==> config.mk <==
export PLATFORM = sky130hd
export DESIGN_NAME = uarr_receiver
export DESIGN_NICKNAME = d
export VERILOG_FILES = /design/src/shared/uarr_pkg.sv /design/src/verilog/uarr_receiver.sv /design/src/verilog/uarr_tick_gen.sv /design/src/verilog/uarr_vote3.sv
export SDC_FILE = /design/constraint.sdc
export NUM_CORES = 1
export LEC_CHECK = 0
export ABC_AREA = 1
export BUFFER_PORTS_ARGS = -buffer_cell sky130_fd_sc_hd__buf_4
export CAP_MARGIN = 20
export CORE_MARGIN = 2
export CORE_UTILIZATION = 45
export CTS_CLUSTER_DIAMETER = 60
export DETAILED_ROUTE_END_ITERATION = 8
export PLACE_DENSITY = 0.65
export REMOVE_ABC_BUFFERS = 1
export SLEW_MARGIN = 20
export SYNTH_ARGS = -nofsm -noshare
export SYNTH_HDL_FRONTEND = slang
export SYNTH_SLANG_ARGS = --single-unit
==> constraint.sdc <==
create_clock -name i_clk -period 2.03 [get_ports i_clk]
set_input_delay 0.3045 -clock i_clk [delete_from_list [all_inputs] [get_ports i_clk]]
set_output_delay 0.3045 -clock i_clk [all_outputs]
set_load 0.02 [all_outputs]
==> src/shared/uarr_pkg.sv <==
package uarr_pkg;

  // ----------------------------------------
  // Oversampling and voting positions
  // ----------------------------------------
  localparam logic [3:0] NORM_LAST_STATE = 4'hF;  // 16 states per bit
  localparam logic [3:0] DBL_LAST_STATE = 4'h7;   // 8 states per bit
  localparam logic [3:0] NORM_VOTE_A = 4'h8;
  localparam logic [3:0] NORM_VOTE_B = 4'h9;
  localparam logic [3:0] NORM_VOTE_C = 4'hA;
  localparam logic [3:0] DBL_VOTE_A = 4'h4;
  localparam logic [3:0] DBL_VOTE_B = 4'h5;
  localparam logic [3:0] DBL_VOTE_C = 4'h6;

  // ----------------------------------------
  // Frame format and buffer
  // ----------------------------------------
  localparam int DATA_BITS = 8;
  localparam int BUF_DEPTH = 2;
  localparam logic [15:0] DIVISOR_RESET = 16'h0000;

  // Receiver phases, one-hot
  typedef enum logic [4:0] {
    RX_IDLE   = 5'b00001,
    RX_START  = 5'b00010,
    RX_DATA   = 5'b00100,
    RX_PARITY = 5'b01000,
    RX_STOP   = 5'b10000
  } uarr_phase_type;

endpackage : uarr_pkg

==> src/verilog/uarr_receiver.sv <==
`timescale 1ns/1ps
module uarr_receiver #(
  parameter int DIV_W = 16,
  parameter int DATA_W = uarr_pkg::DATA_BITS
) (
  input wire logic i_clk,
  input wire logic i_rst_b,
  input wire logic i_ce,
  input wire logic i_serial_input_pin,
  input wire logic i_receive_enable_bit,
  input wire logic i_double_speed_select,
  input wire logic i_parity_enable_bit,
  input wire logic i_parity_odd_select,
  input wire logic [DIV_W-1:0] i_baud_divisor_value,
  input wire logic i_serial_data_buffer_read,
  output logic [DATA_W-1:0] o_serial_data_buffer,
  output logic o_receive_complete_flag,
  output logic o_frame_error_flag,
  output logic o_parity_error_flag,
  output logic o_overrun_flag,
  output logic o_pin_override
);

  localparam int ENT_W = DATA_W + 3;  // data, frame err, parity err, overrun
  localparam int BUF_PTR_W = 2;

  typedef struct packed {
    uarr_pkg::uarr_phase_type phase;
    logic [3:0] sample;
    logic [2:0] votes;
    logic [3:0] bitcnt;
    logic [DATA_W-1:0] shift;
    logic par_acc;
    logic par_err;
    logic hold_full;
    logic [DATA_W-1:0] hold_data;
    logic hold_fe;
    logic hold_pe;
    logic ovr_pend;
    logic prev_line;
    logic [BUF_PTR_W-1:0] count;
    logic rd_ptr;
    logic [uarr_pkg::BUF_DEPTH*ENT_W-1:0] mem;
  } uarr_state_type;

  uarr_state_type st_reg;
  uarr_state_type st_next;
  logic tick;
  logic voted;
  logic [3:0] last_state;
  logic [3:0] vote_a;
  logic [3:0] vote_b;
  logic [3:0] vote_c;
  logic [ENT_W-1:0] head;

  // ----------------------------------------
  // Sample tick and voter
  // ----------------------------------------
  // sample rate
  uarr_tick_gen #(.DIV_W(DIV_W)) u_tick (
    .i_clk(i_clk),
    .i_rst_b(i_rst_b),
    .i_ce(i_ce),
    .i_run(i_receive_enable_bit),
    .i_divisor(i_baud_divisor_value),
    .o_tick(tick)
  );

  uarr_vote3 u_vote (
    .i_samples(st_reg.votes),
    .o_bit(voted)
  );

  always_comb begin
    last_state = i_double_speed_select ? uarr_pkg::DBL_LAST_STATE : uarr_pkg::NORM_LAST_STATE;
    vote_a = i_double_speed_select ? uarr_pkg::DBL_VOTE_A : uarr_pkg::NORM_VOTE_A;
    vote_b = i_double_speed_select ? uarr_pkg::DBL_VOTE_B : uarr_pkg::NORM_VOTE_B;
    vote_c = i_double_speed_select ? uarr_pkg::DBL_VOTE_C : uarr_pkg::NORM_VOTE_C;
  end

  // ----------------------------------------
  // Receiver state machine and buffer
  // ----------------------------------------
  always_comb begin
    st_next = st_reg;
    // Reading pops the head entry
    if (i_serial_data_buffer_read && st_reg.count != '0) begin
      st_next.count = st_reg.count - 1'b1;
      st_next.rd_ptr = ~st_reg.rd_ptr;
    end
    // Hold register moves into buffer once room exists
    if (st_reg.hold_full && st_next.count != 2'(uarr_pkg::BUF_DEPTH)) begin
      if (st_next.rd_ptr ^ st_next.count[0]) begin
        st_next.mem[ENT_W +: ENT_W] = {st_reg.hold_data, st_reg.hold_fe, st_reg.hold_pe, st_reg.ovr_pend};
      end else begin
        st_next.mem[0 +: ENT_W] = {st_reg.hold_data, st_reg.hold_fe, st_reg.hold_pe, st_reg.ovr_pend};
      end
      st_next.count = st_next.count + 1'b1;
      st_next.hold_full = 1'b0;
      st_next.ovr_pend = 1'b0;
    end
    if (tick) begin
      st_next.prev_line = i_serial_input_pin;
      st_next.sample = st_reg.sample + 1'b1;
      if (st_reg.sample == vote_a) begin
        st_next.votes[0] = i_serial_input_pin;
      end
      if (st_reg.sample == vote_b) begin
        st_next.votes[1] = i_serial_input_pin;
      end
      if (st_reg.sample == vote_c) begin
        st_next.votes[2] = i_serial_input_pin;
      end
      unique case (st_reg.phase)
        uarr_pkg::RX_IDLE: begin
          if (st_reg.prev_line && !i_serial_input_pin) begin
            st_next.phase = uarr_pkg::RX_START;
            st_next.sample = 4'h2;
          end
        end
        uarr_pkg::RX_START: begin
          if (st_reg.sample == vote_c + 4'h1) begin
            if (voted) begin
              st_next.phase = uarr_pkg::RX_IDLE;
            end else begin
              st_next.phase = uarr_pkg::RX_DATA;
              st_next.bitcnt = '0;
              st_next.par_acc = 1'b0;
              if (st_next.count == 2'(uarr_pkg::BUF_DEPTH) && st_next.hold_full) begin
                st_next.ovr_pend = 1'b1;
              end
            end
          end
          // Count wraps to zero after the last state of a bit, keeps full bit length
          if (st_reg.sample == last_state) begin
            st_next.sample = '0;
          end
        end
        uarr_pkg::RX_DATA, uarr_pkg::RX_PARITY: begin
          // wrap after sixteenth or eighth state
          if (st_reg.sample == last_state) begin
            st_next.sample = '0;
          end
          if (st_reg.sample == vote_c + 4'h1) begin
            if (st_reg.phase == uarr_pkg::RX_DATA) begin
              st_next.shift = {voted, st_reg.shift[DATA_W-1:1]};
              st_next.par_acc = st_reg.par_acc ^ voted;
              st_next.bitcnt = st_reg.bitcnt + 1'b1;
              if (st_reg.bitcnt == 4'(DATA_W - 1)) begin
                st_next.phase = i_parity_enable_bit ? uarr_pkg::RX_PARITY : uarr_pkg::RX_STOP;
                st_next.par_err = 1'b0;
              end
            end else begin
              st_next.par_err = (st_reg.par_acc ^ voted) != i_parity_odd_select;
              st_next.phase = uarr_pkg::RX_STOP;
            end
          end
        end
        uarr_pkg::RX_STOP: begin
          if (st_reg.sample == vote_c) begin
            st_next.phase = uarr_pkg::RX_IDLE;
            st_next.prev_line = 1'b1;
            st_next.hold_full = 1'b1;
            st_next.hold_data = st_reg.shift;
            st_next.hold_fe = !((st_reg.votes[0] & st_reg.votes[1]) | (st_reg.votes[0] & i_serial_input_pin)
                               | (st_reg.votes[1] & i_serial_input_pin));
            st_next.hold_pe = i_parity_enable_bit & st_reg.par_err;
          end
        end
        default: st_next.phase = uarr_pkg::RX_IDLE;
      endcase
    end
    if (!i_receive_enable_bit) begin
      st_next.phase = uarr_pkg::RX_IDLE;
      st_next.count = '0;
      st_next.hold_full = 1'b0;
      st_next.ovr_pend = 1'b0;
      st_next.prev_line = 1'b1;
      st_next.sample = '0;
    end
  end

  always_ff @(posedge i_clk or negedge i_rst_b) begin
    if (!i_rst_b) begin
      st_reg <= '{phase: uarr_pkg::RX_IDLE, prev_line: 1'b1, default: '0};
    end else if (i_ce) begin
      st_reg <= st_next;
    end
  end

  // ----------------------------------------
  // Outputs from head of buffer; pin override follows receive enable
  // ----------------------------------------
  assign head = st_reg.rd_ptr ? st_reg.mem[ENT_W +: ENT_W] : st_reg.mem[0 +: ENT_W];
  assign o_receive_complete_flag = st_reg.count != '0;
  assign o_serial_data_buffer = o_receive_complete_flag ? head[ENT_W-1:3] : '0;
  assign o_frame_error_flag = o_receive_complete_flag & head[2];
  assign o_parity_error_flag = o_receive_complete_flag & head[1];
  assign o_overrun_flag = o_receive_complete_flag & head[0];
  assign o_pin_override = i_receive_enable_bit;

  // ----------------------------------------
  // Checks
  // ----------------------------------------
  AST_FLUSH_ON_DISABLE: assert property (@(posedge i_clk) disable iff (!i_rst_b)
    (i_ce && !i_receive_enable_bit) |=> !o_receive_complete_flag)
    else $error("buffer not flushed on disable");
  AST_IDLE_ON_DISABLE: assert property (@(posedge i_clk) disable iff (!i_rst_b)
    (i_ce && !i_receive_enable_bit) |=> st_reg.phase == uarr_pkg::RX_IDLE)
    else $error("frame not dropped on disable");
  AST_PIN_RELEASE: assert property (@(posedge i_clk) disable iff (!i_rst_b)
    !i_receive_enable_bit |-> !o_pin_override)
    else $error("pin still overridden");
  AST_PE_ONLY_ENABLED: assert property (@(posedge i_clk) disable iff (!i_rst_b)
    (i_ce && tick && st_reg.phase == uarr_pkg::RX_STOP && st_reg.sample == vote_c && !i_parity_enable_bit)
    |=> !st_reg.hold_pe)
    else $error("parity error stored while disabled");
  AST_COMPLETE_EMPTY: assert property (@(posedge i_clk) disable iff (!i_rst_b)
    (i_ce && i_receive_enable_bit && st_reg.hold_full && st_reg.count != 2'(uarr_pkg::BUF_DEPTH))
    |=> o_receive_complete_flag)
    else $error("complete flag not raised on stored character");
  AST_COUNT_LIMIT: assert property (@(posedge i_clk) disable iff (!i_rst_b)
    st_reg.count <= 2'(uarr_pkg::BUF_DEPTH))
    else $error("buffer count beyond depth");
  AST_NOISE_REJECT: assert property (@(posedge i_clk) disable iff (!i_rst_b)
    (i_ce && tick && i_receive_enable_bit && st_reg.phase == uarr_pkg::RX_START
     && st_reg.sample == vote_c + 4'h1 && voted) |=> st_reg.phase == uarr_pkg::RX_IDLE)
    else $error("noise start not rejected");
  AST_START_SYNC: assert property (@(posedge i_clk) disable iff (!i_rst_b)
    (i_ce && tick && i_receive_enable_bit && st_reg.phase == uarr_pkg::RX_IDLE
     && st_reg.prev_line && !i_serial_input_pin) |=> st_reg.sample == 4'h2)
    else $error("start not resynchronised");

endmodule : uarr_receiver

==> src/verilog/uarr_tick_gen.sv <==
`timescale 1ns/1ps
// Sample tick generator: one pulse every divisor+1 enabled clocks
module uarr_tick_gen #(
  parameter int DIV_W = 16
) (
  input wire logic i_clk,
  input wire logic i_rst_b,
  input wire logic i_ce,
  input wire logic i_run,
  input wire logic [DIV_W-1:0] i_divisor,
  output logic o_tick
);

  typedef struct packed {
    logic [DIV_W-1:0] cnt;
  } uarr_tick_state_type;

  uarr_tick_state_type st_reg;
  uarr_tick_state_type st_next;

  // ----------------------------------------
  // Down counter
  // ----------------------------------------
  always_comb begin
    st_next = st_reg;
    if (!i_run) begin
      st_next.cnt = i_divisor;
    end else if (st_reg.cnt == '0) begin
      st_next.cnt = i_divisor;
    end else begin
      st_next.cnt = st_reg.cnt - 1'b1;
    end
  end

  assign o_tick = i_run && (st_reg.cnt == '0);

  always_ff @(posedge i_clk or negedge i_rst_b) begin
    if (!i_rst_b) begin
      st_reg <= '0;
    end else if (i_ce) begin
      st_reg <= st_next;
    end
  end

endmodule : uarr_tick_gen

==> src/verilog/uarr_vote3.sv <==
`timescale 1ns/1ps
// Two-of-three majority over the centre samples
module uarr_vote3 (
  input wire logic [2:0] i_samples,
  output logic o_bit
);

  assign o_bit = (i_samples[0] & i_samples[1]) | (i_samples[0] & i_samples[2]) |
                 (i_samples[1] & i_samples[2]);

endmodule : uarr_vote3

==> run_results.csv, run 1 <==
group,metric,value,unit
outcome,status,"finished, final reports clean",
global_routing,grt_use_total,19.4,%
global_routing,antenna_found_initial,0,
sta,hold_slack,163,ps
logic_synthesis,ys_seq_elements,80,
sta,setup_viol,0,
place,finalWeightedCongestion,0.885,
logic_synthesis,synth_area,4500,µm²
die,die-area,10800,µm²
cells_and_area,drive_gt1_share,17.4,%
die,core_area,9730,µm²
critical_path,cpMaxStageDelayCell,"dfrtp_1",
critical_path,critical-path-max-stage-delay,370,ps
critical_path,required,2280,ps
routing,routed_via_density,4.91,
sta,layout_min_cycle_time,1930,ps
pwr,vdd_ir_drop_max,0.000332,V
place,io_buffers,37,
critical_path,crit_fanout,22,
critical_path,critPathCaptureType,"flop",
pwr,pwr_density_cell,754,nW/µm²
routing,wl_met1,4990,µm
logic_synthesis,synth_cells,600,
cells_and_area,utilization,53.6,%
routing,wl_met3,384,µm
routing,wl_per_cell,12.6,µm
clock_network,clock-sinks,80,
die,die_y,104,µm
sta,hold_viol,0,
routing,antenna_left,0,
place,place_inst,765,
cells_and_area,largest_register_ffs,64,
sta,drv_slew,0,
logic_synthesis,yosysTopAreaCell,"dfrtp_1",
cells_and_area,antenna-diode-count,0,
place,dp_hpwl,7020,µm
logic_synthesis,ys_warn_count,0,
cells_and_area,stdcell_count,783,
clock_network,numCtsBuffers,9,
cells_and_area,final_cell_mix,"nand2_1, nor2_1, dfrtp_1, o21ai_0, inv_1",
clock_network,cts_tree,"done",
logic_synthesis,synth-seq-area-share,44.5,%
die,initial_core_util,46.3,%
logic_synthesis,syn_area_per_cell,7.50,µm²
pwr,total_power,0.00393,W
sta,fin_skew,8.05,ps
clock_network,cts_buffer_depth,2,
critical_path,cp.arrival,2180,ps
sta,tns,0,ps
cells_and_area,nNetsFinal,679,
cells_and_area,mostFrequentLayoutCell,"nand2_1",
clock_network,cts_max_level,3,
clock_network,clk_latency,370,ps
flow_run,drv_cap,0,
routing,routed_wl,9860,µm
routing,drt_first_pass_iters,5,
die,fp-row-count,36,
critical_path,crit_type,"flop to flop",
pwr,power.leakage,2.61,nW
routing,dr_wl_met2,4340,µm
hold_path,min_path_type,"input pin to flop",
logic_synthesis,ys_types,33,
clock_network,cts_root_buffer,"clkbuf_8",
sta,rsz0062_at_grt,"true",
sta,min_period_over_period,95.3,%
global_routing,overflow,0,
logic_synthesis,netlist.area_leader.share,43.4,%
global_routing,grt_pass1_wl,17200,µm
critical_path,cp-start-kind,"flop",
sta,tightest_slew,494,ps
logic_synthesis,synth_top_cells_by_area,"dfrtp_1, nand2_1, o21ai_0",
routing,drc,0,
die,ioPinCount,38,
routing,drt_iter0_markers,229,
clock_network,clk_pin_slew,90,ps
critical_path,crit_chain,"inv_1, ha_1, inv_2, nand2_2, xor2_2, ha_2, nor2_4, inv_2, nor2_4, nand2_2, buf_12, nand2_1, o21ai_0",
sta,slew_headroom,67.1,%
routing,top_layer,"met4",
global_routing,grt_max_degree,46,
sta,fmax,0.517,GHz
die,die-width,104,µm
routing,vias,3845,
global_routing,grt_pass1_vias,3682,
cells_and_area,area_growth,15.9,%
through the flow:
stage / area (µm²) / setup WS, ps
global route: 5220 / -57.9
finish: 5220 / 96.1
global placement: 4970 / 88.7
floorplan: 4400 / -400
CTS: 5170 / 0.502
detailed placement: 4970 / -79.7
cell families after synthesis:
kind of cell,share of synthesized area [%]
adders and majority gates,2.50
DFF,44.5
and+or+nand+nor,30.9
xor gates and xnor gates,2.14
AOI/OAI and AO/OA,12.0
buffers and inverters,7.95
worst max-delay path, delay by kind of cell (launching register included):
kind / cells / cell delay (ps)
compound gates: 1 / 80
simple gates: 5 / 460
fa+ha+maj: 2 / 400
xor+xnor: 1 / 170
buf+inv: 4 / 330
flops: 1 / 370
final timing paths:
check                                              start                end  slack, ps  depth (start not counted)
min in group asynchronous                        i_rst_b   u_tick.st_reg[0]        440                          2
max in group asynchronous                        i_rst_b         st_reg[50]        980                          3
worst min register to register                 st_reg[1]          st_reg[1]        480                          2
worst max-delay path                          st_reg[24]          st_reg[8]        100                         13
worst min-delay path            i_baud_divisor_value[10]  u_tick.st_reg[10]        160                          3
worst max register to register                st_reg[24]          st_reg[8]        100                         13
repair_timing:
action / 4_1_cts / 5_1_grt
setup buffers: 0 / 1
endpoints found under the hold margin: 33 / 0
hold buffers: 1 / 0
gates resized for setup: 2 / 14
pin swaps: 2 / 3
endpoints found under the setup margin: 22 / 28
cell type report:
class,instances,area [µm²]
inverter,69,259
clock buffer,10,138
tap,133,166
timing repair buffer,52,425
multi-input combinational,433,2170
sequential,80,2000
fill,981,4510
clock inverter,6,50.0
power by group:
group          internal [W]  total, W  switching (W)  leakage [nW]
clock network      0.000497   0.00115       0.000655        0.0956
logic              0.000361  0.000931       0.000570          1.49
registers           0.00173   0.00185       0.000115          1.02
cell usage after synthesis (all sizes together):
cell type	number
nand2	158
nor2	99
o21ai	86
dfrtp	78
inv	69
nand3	42
clkbuf	10
xor2	10
ha	9
buf	8
a21oi	7
nand4	7
o22ai	6
or2	3
dfstp	2
nor3	2
nand3b	1
nor4	1
o211ai	1
xnor2	1
per-layer routing:
| layer | track usage (%) | up-vias |
|---|---|---|
| li1 | - | 1994 |
| met1 | 28.0 | 1786 |
| met2 | 29.3 | 54 |
| met3 | 3.51 | 11 |
| met4 | 6.85 | 0 |
| met5 | 0 | - |
Power figures use the tool's default switching activity.
==> run 2: changes to the inputs <==
Settings changed: BUFFER_PORTS_ARGS -buffer_cell sky130_fd_sc_hd__buf_4 to unset, DONT_BUFFER_PORTS set to 1, GPL_ROUTABILITY_DRIVEN set to 0, PLACE_DENSITY 0.65 to 0.66.
==> run_results.csv, run 2 (synthesis gave the netlist of run 1 again) <==
group,metric,value,unit
outcome,status,"finished, violations left",
outcome,violations,"hold timing",
critical_path,cpMaxStageDelayCell,"dfrtp_1",
cells_and_area,final_cell_mix,"nand2_1, nor2_1, dfrtp_1, o21ai_0, inv_1",
die,initial_core_util,46.3,%
global_routing,grt_max_degree,81,
clock_network,numCtsBuffers,9,
routing,antenna_left,0,
critical_path,crit_buf_inv,5,
cells_and_area,mostFrequentLayoutCell,"nand2_1",
cells_and_area,largest_register_ffs,64,
critical_path,critical-path-max-stage-delay,380,ps
sta,fin_skew,7.59,ps
cells_and_area,antenna-diode-count,0,
sta,slew_headroom,70.7,%
hold_path,min_path_type,"input pin to async pin",
place,io_buffers,0,
pwr,pwr_density_cell,782,nW/µm²
flow_run,drv_cap,0,
critical_path,timing.reg2reg.setup_slack,140,ps
critical_path,cp_top_family,"buffers and inverters",
pwr,power_switching,0.00128,W
place,dp_hpwl,6660,µm
routing,wl_per_cell,12.7,µm
cells_and_area,area_growth,11.6,%
sta,layout_min_cycle_time,1890,ps
sta,drv_slew,0,
routing,drc,0,
cells_and_area,num-fill-cells,942,
cells_and_area,nNetsFinal,650,
clock_network,cts_root_buffer,"clkbuf_8",
clock_network,clock-sinks,80,
pwr,internal_power,0.00264,W
critical_path,crit_chain,"buf_4, buf_4, buf_4, xor2_2, ha_2, nor2_4, inv_2, nor2_4, nand2_2, buf_12, nand2_1, o21ai_0",
die,core_area,9730,µm²
sta,tightest_slew,439,ps
critical_path,worst_path_most_repeated_cell,"buf_4",
pwr,netSwitchingFraction,32.7,%
critical_path,cp.arrival,2120,ps
global_routing,antenna_found_initial,0,
pwr,power.leakage,2.47,nW
routing,drt_first_pass_iters,4,
critical_path,crit_type,"flop to flop",
die,fp-row-count,36,
critical_path,required,2260,ps
critical_path,crit_fanout,22,
die,die-area,10800,µm²
critical_path,worstReg2RegStart,"st_reg[23]",
pwr,p_seq_share,47.0,%
pwr,clkPwrFrac,31.5,%
cells_and_area,drive_gt1_share,14.5,%
die,ioPinCount,38,
cells_and_area,final_area,5020,µm²
pwr,combPwrFrac,21.5,%
clock_network,clk_latency,350,ps
sta,worst_slack,140,ps
critical_path,cp-start-kind,"flop",
clock_network,clk_pin_slew,90,ps
routing,routed_via_density,5.02,
routing,drt_iter0_markers,320,
global_routing,grt_pass1_wl,17000,µm
sta,hold_viol,80,
global_routing,grt_use_total,18.9,%
sta,rsz0062_at_grt,"true",
clock_network,cts_max_level,3,
sta,hold_slack,-357,ps
routing,routed_wl,9560,µm
routing,vias,3785,
global_routing,overflow,0,
place,dpl_cell_area,4730,µm²
critical_path,worstRegToRegCells,12,
sta,min_period_over_period,93.1,%
critical_path,critPathCaptureType,"flop",
sta,setup_viol,0,
critical_path,r2r_end,"st_reg[1]",
global_routing,grt_pass1_vias,3555,
die,die-width,104,µm
place,pre_cts_slack,-84.4,ps
die,die_y,104,µm
clock_network,cts_buffer_depth,2,
sta,fmax,0.529,GHz
pwr,vdd_ir_drop_max,0.000464,V
clock_network,cts_tree,"done",
-- run 2: cell count changes in the layout (fill, tap and decap cells not counted), moves of 2 or more --
cell    before  now
nor2_1      85   81
buf_6        2    0
nor2_2       7   11
buf_4       47   21
-- run 2: cell type report --
cell class	instances	area (µm²)	area share [%]
flip-flops and latches	80	2000	39.9
well taps	133	166	3.31
clock buffers	9	124	2.47
multi-input cells	433	2190	43.5
repair buffers	23	198	3.94
clock inverters	7	83.8	1.67
inverters	69	262	5.21
-- run 2: worst max-delay path by stage --
| stage | startpoint | to | slack (ps) | cells after the start |
|---|---|---|---|---|
| floorplan | st_reg[23] | st_reg[0] | -400 | 12 |
| CTS | st_reg[23] | st_reg[1] | 10 | 14 |
| global placement | st_reg[23] | st_reg[19] | 100 | 14 |
| global route | st_reg[23] | st_reg[26] | -20 | 16 |
| detailed placement | st_reg[23] | st_reg[12] | -80 | 14 |
| finish | st_reg[23] | st_reg[1] | 140 | 12 |
-- run 2: repair_timing --
item | CTS | global route
endpoints found under the hold margin | 80 | 80
setup endpoints to repair | 23 | 38
setup buffers | 2 | 3
gates cloned | 0 | 0
resized for setup | 3 | 17
pin swaps | 2 | 2
-- run 2: through the flow --
| step | total power, W | utilization [%] | cells | setup TNS, ps |
|---|---|---|---|---|
| detailed placement | 0.00265 | 48.6 | 733 | -1180 |
| global route | 0.00419 | 51.6 | 754 | -25.7 |
| finish | 0.00393 | 51.6 | 754 | 0 |
| floorplan | 0.00240 | - | 582 | -8980 |
| global placement | 0.00262 | 48.6 | 733 | 0 |
| CTS | 0.00392 | 51.0 | 751 | 0 |
-- run 2: power groups by stage --
stage | Combinational [W] | Clock, W | Sequential (W)
final | 0.000844 | 0.00124 | 0.00185
after global routing | 0.000964 | 0.00136 | 0.00186
after CTS | 0.000801 | 0.00127 | 0.00184
after detailed placement | 0.000779 | 0 | 0.00187
after global placement | 0.000751 | 0 | 0.00187
after floorplan | 0.000538 | 0 | 0.00186
-- run 2: worst register-to-register path, cell delays in order, from the launching register on --
cell	delay [ps]
dfrtp_1	380
buf_4	130
buf_4	110
buf_4	140
xor2_2	180
ha_2	220
nor2_4	90
inv_2	60
nor2_4	100
nand2_2	70
buf_12	150
nand2_1	70
o21ai_0	80
-- run 2: layer usage --
layer / share of wire (%) / up-vias / track usage, %
li1: - / 1935 / -
met1: 49 / 1765 / 26.9
met2: 46 / 77 / 29.2
met3: 4.5 / 8 / 4.51
met4: 0.97 / 0 / 4.54
met5: 0 / - / 0
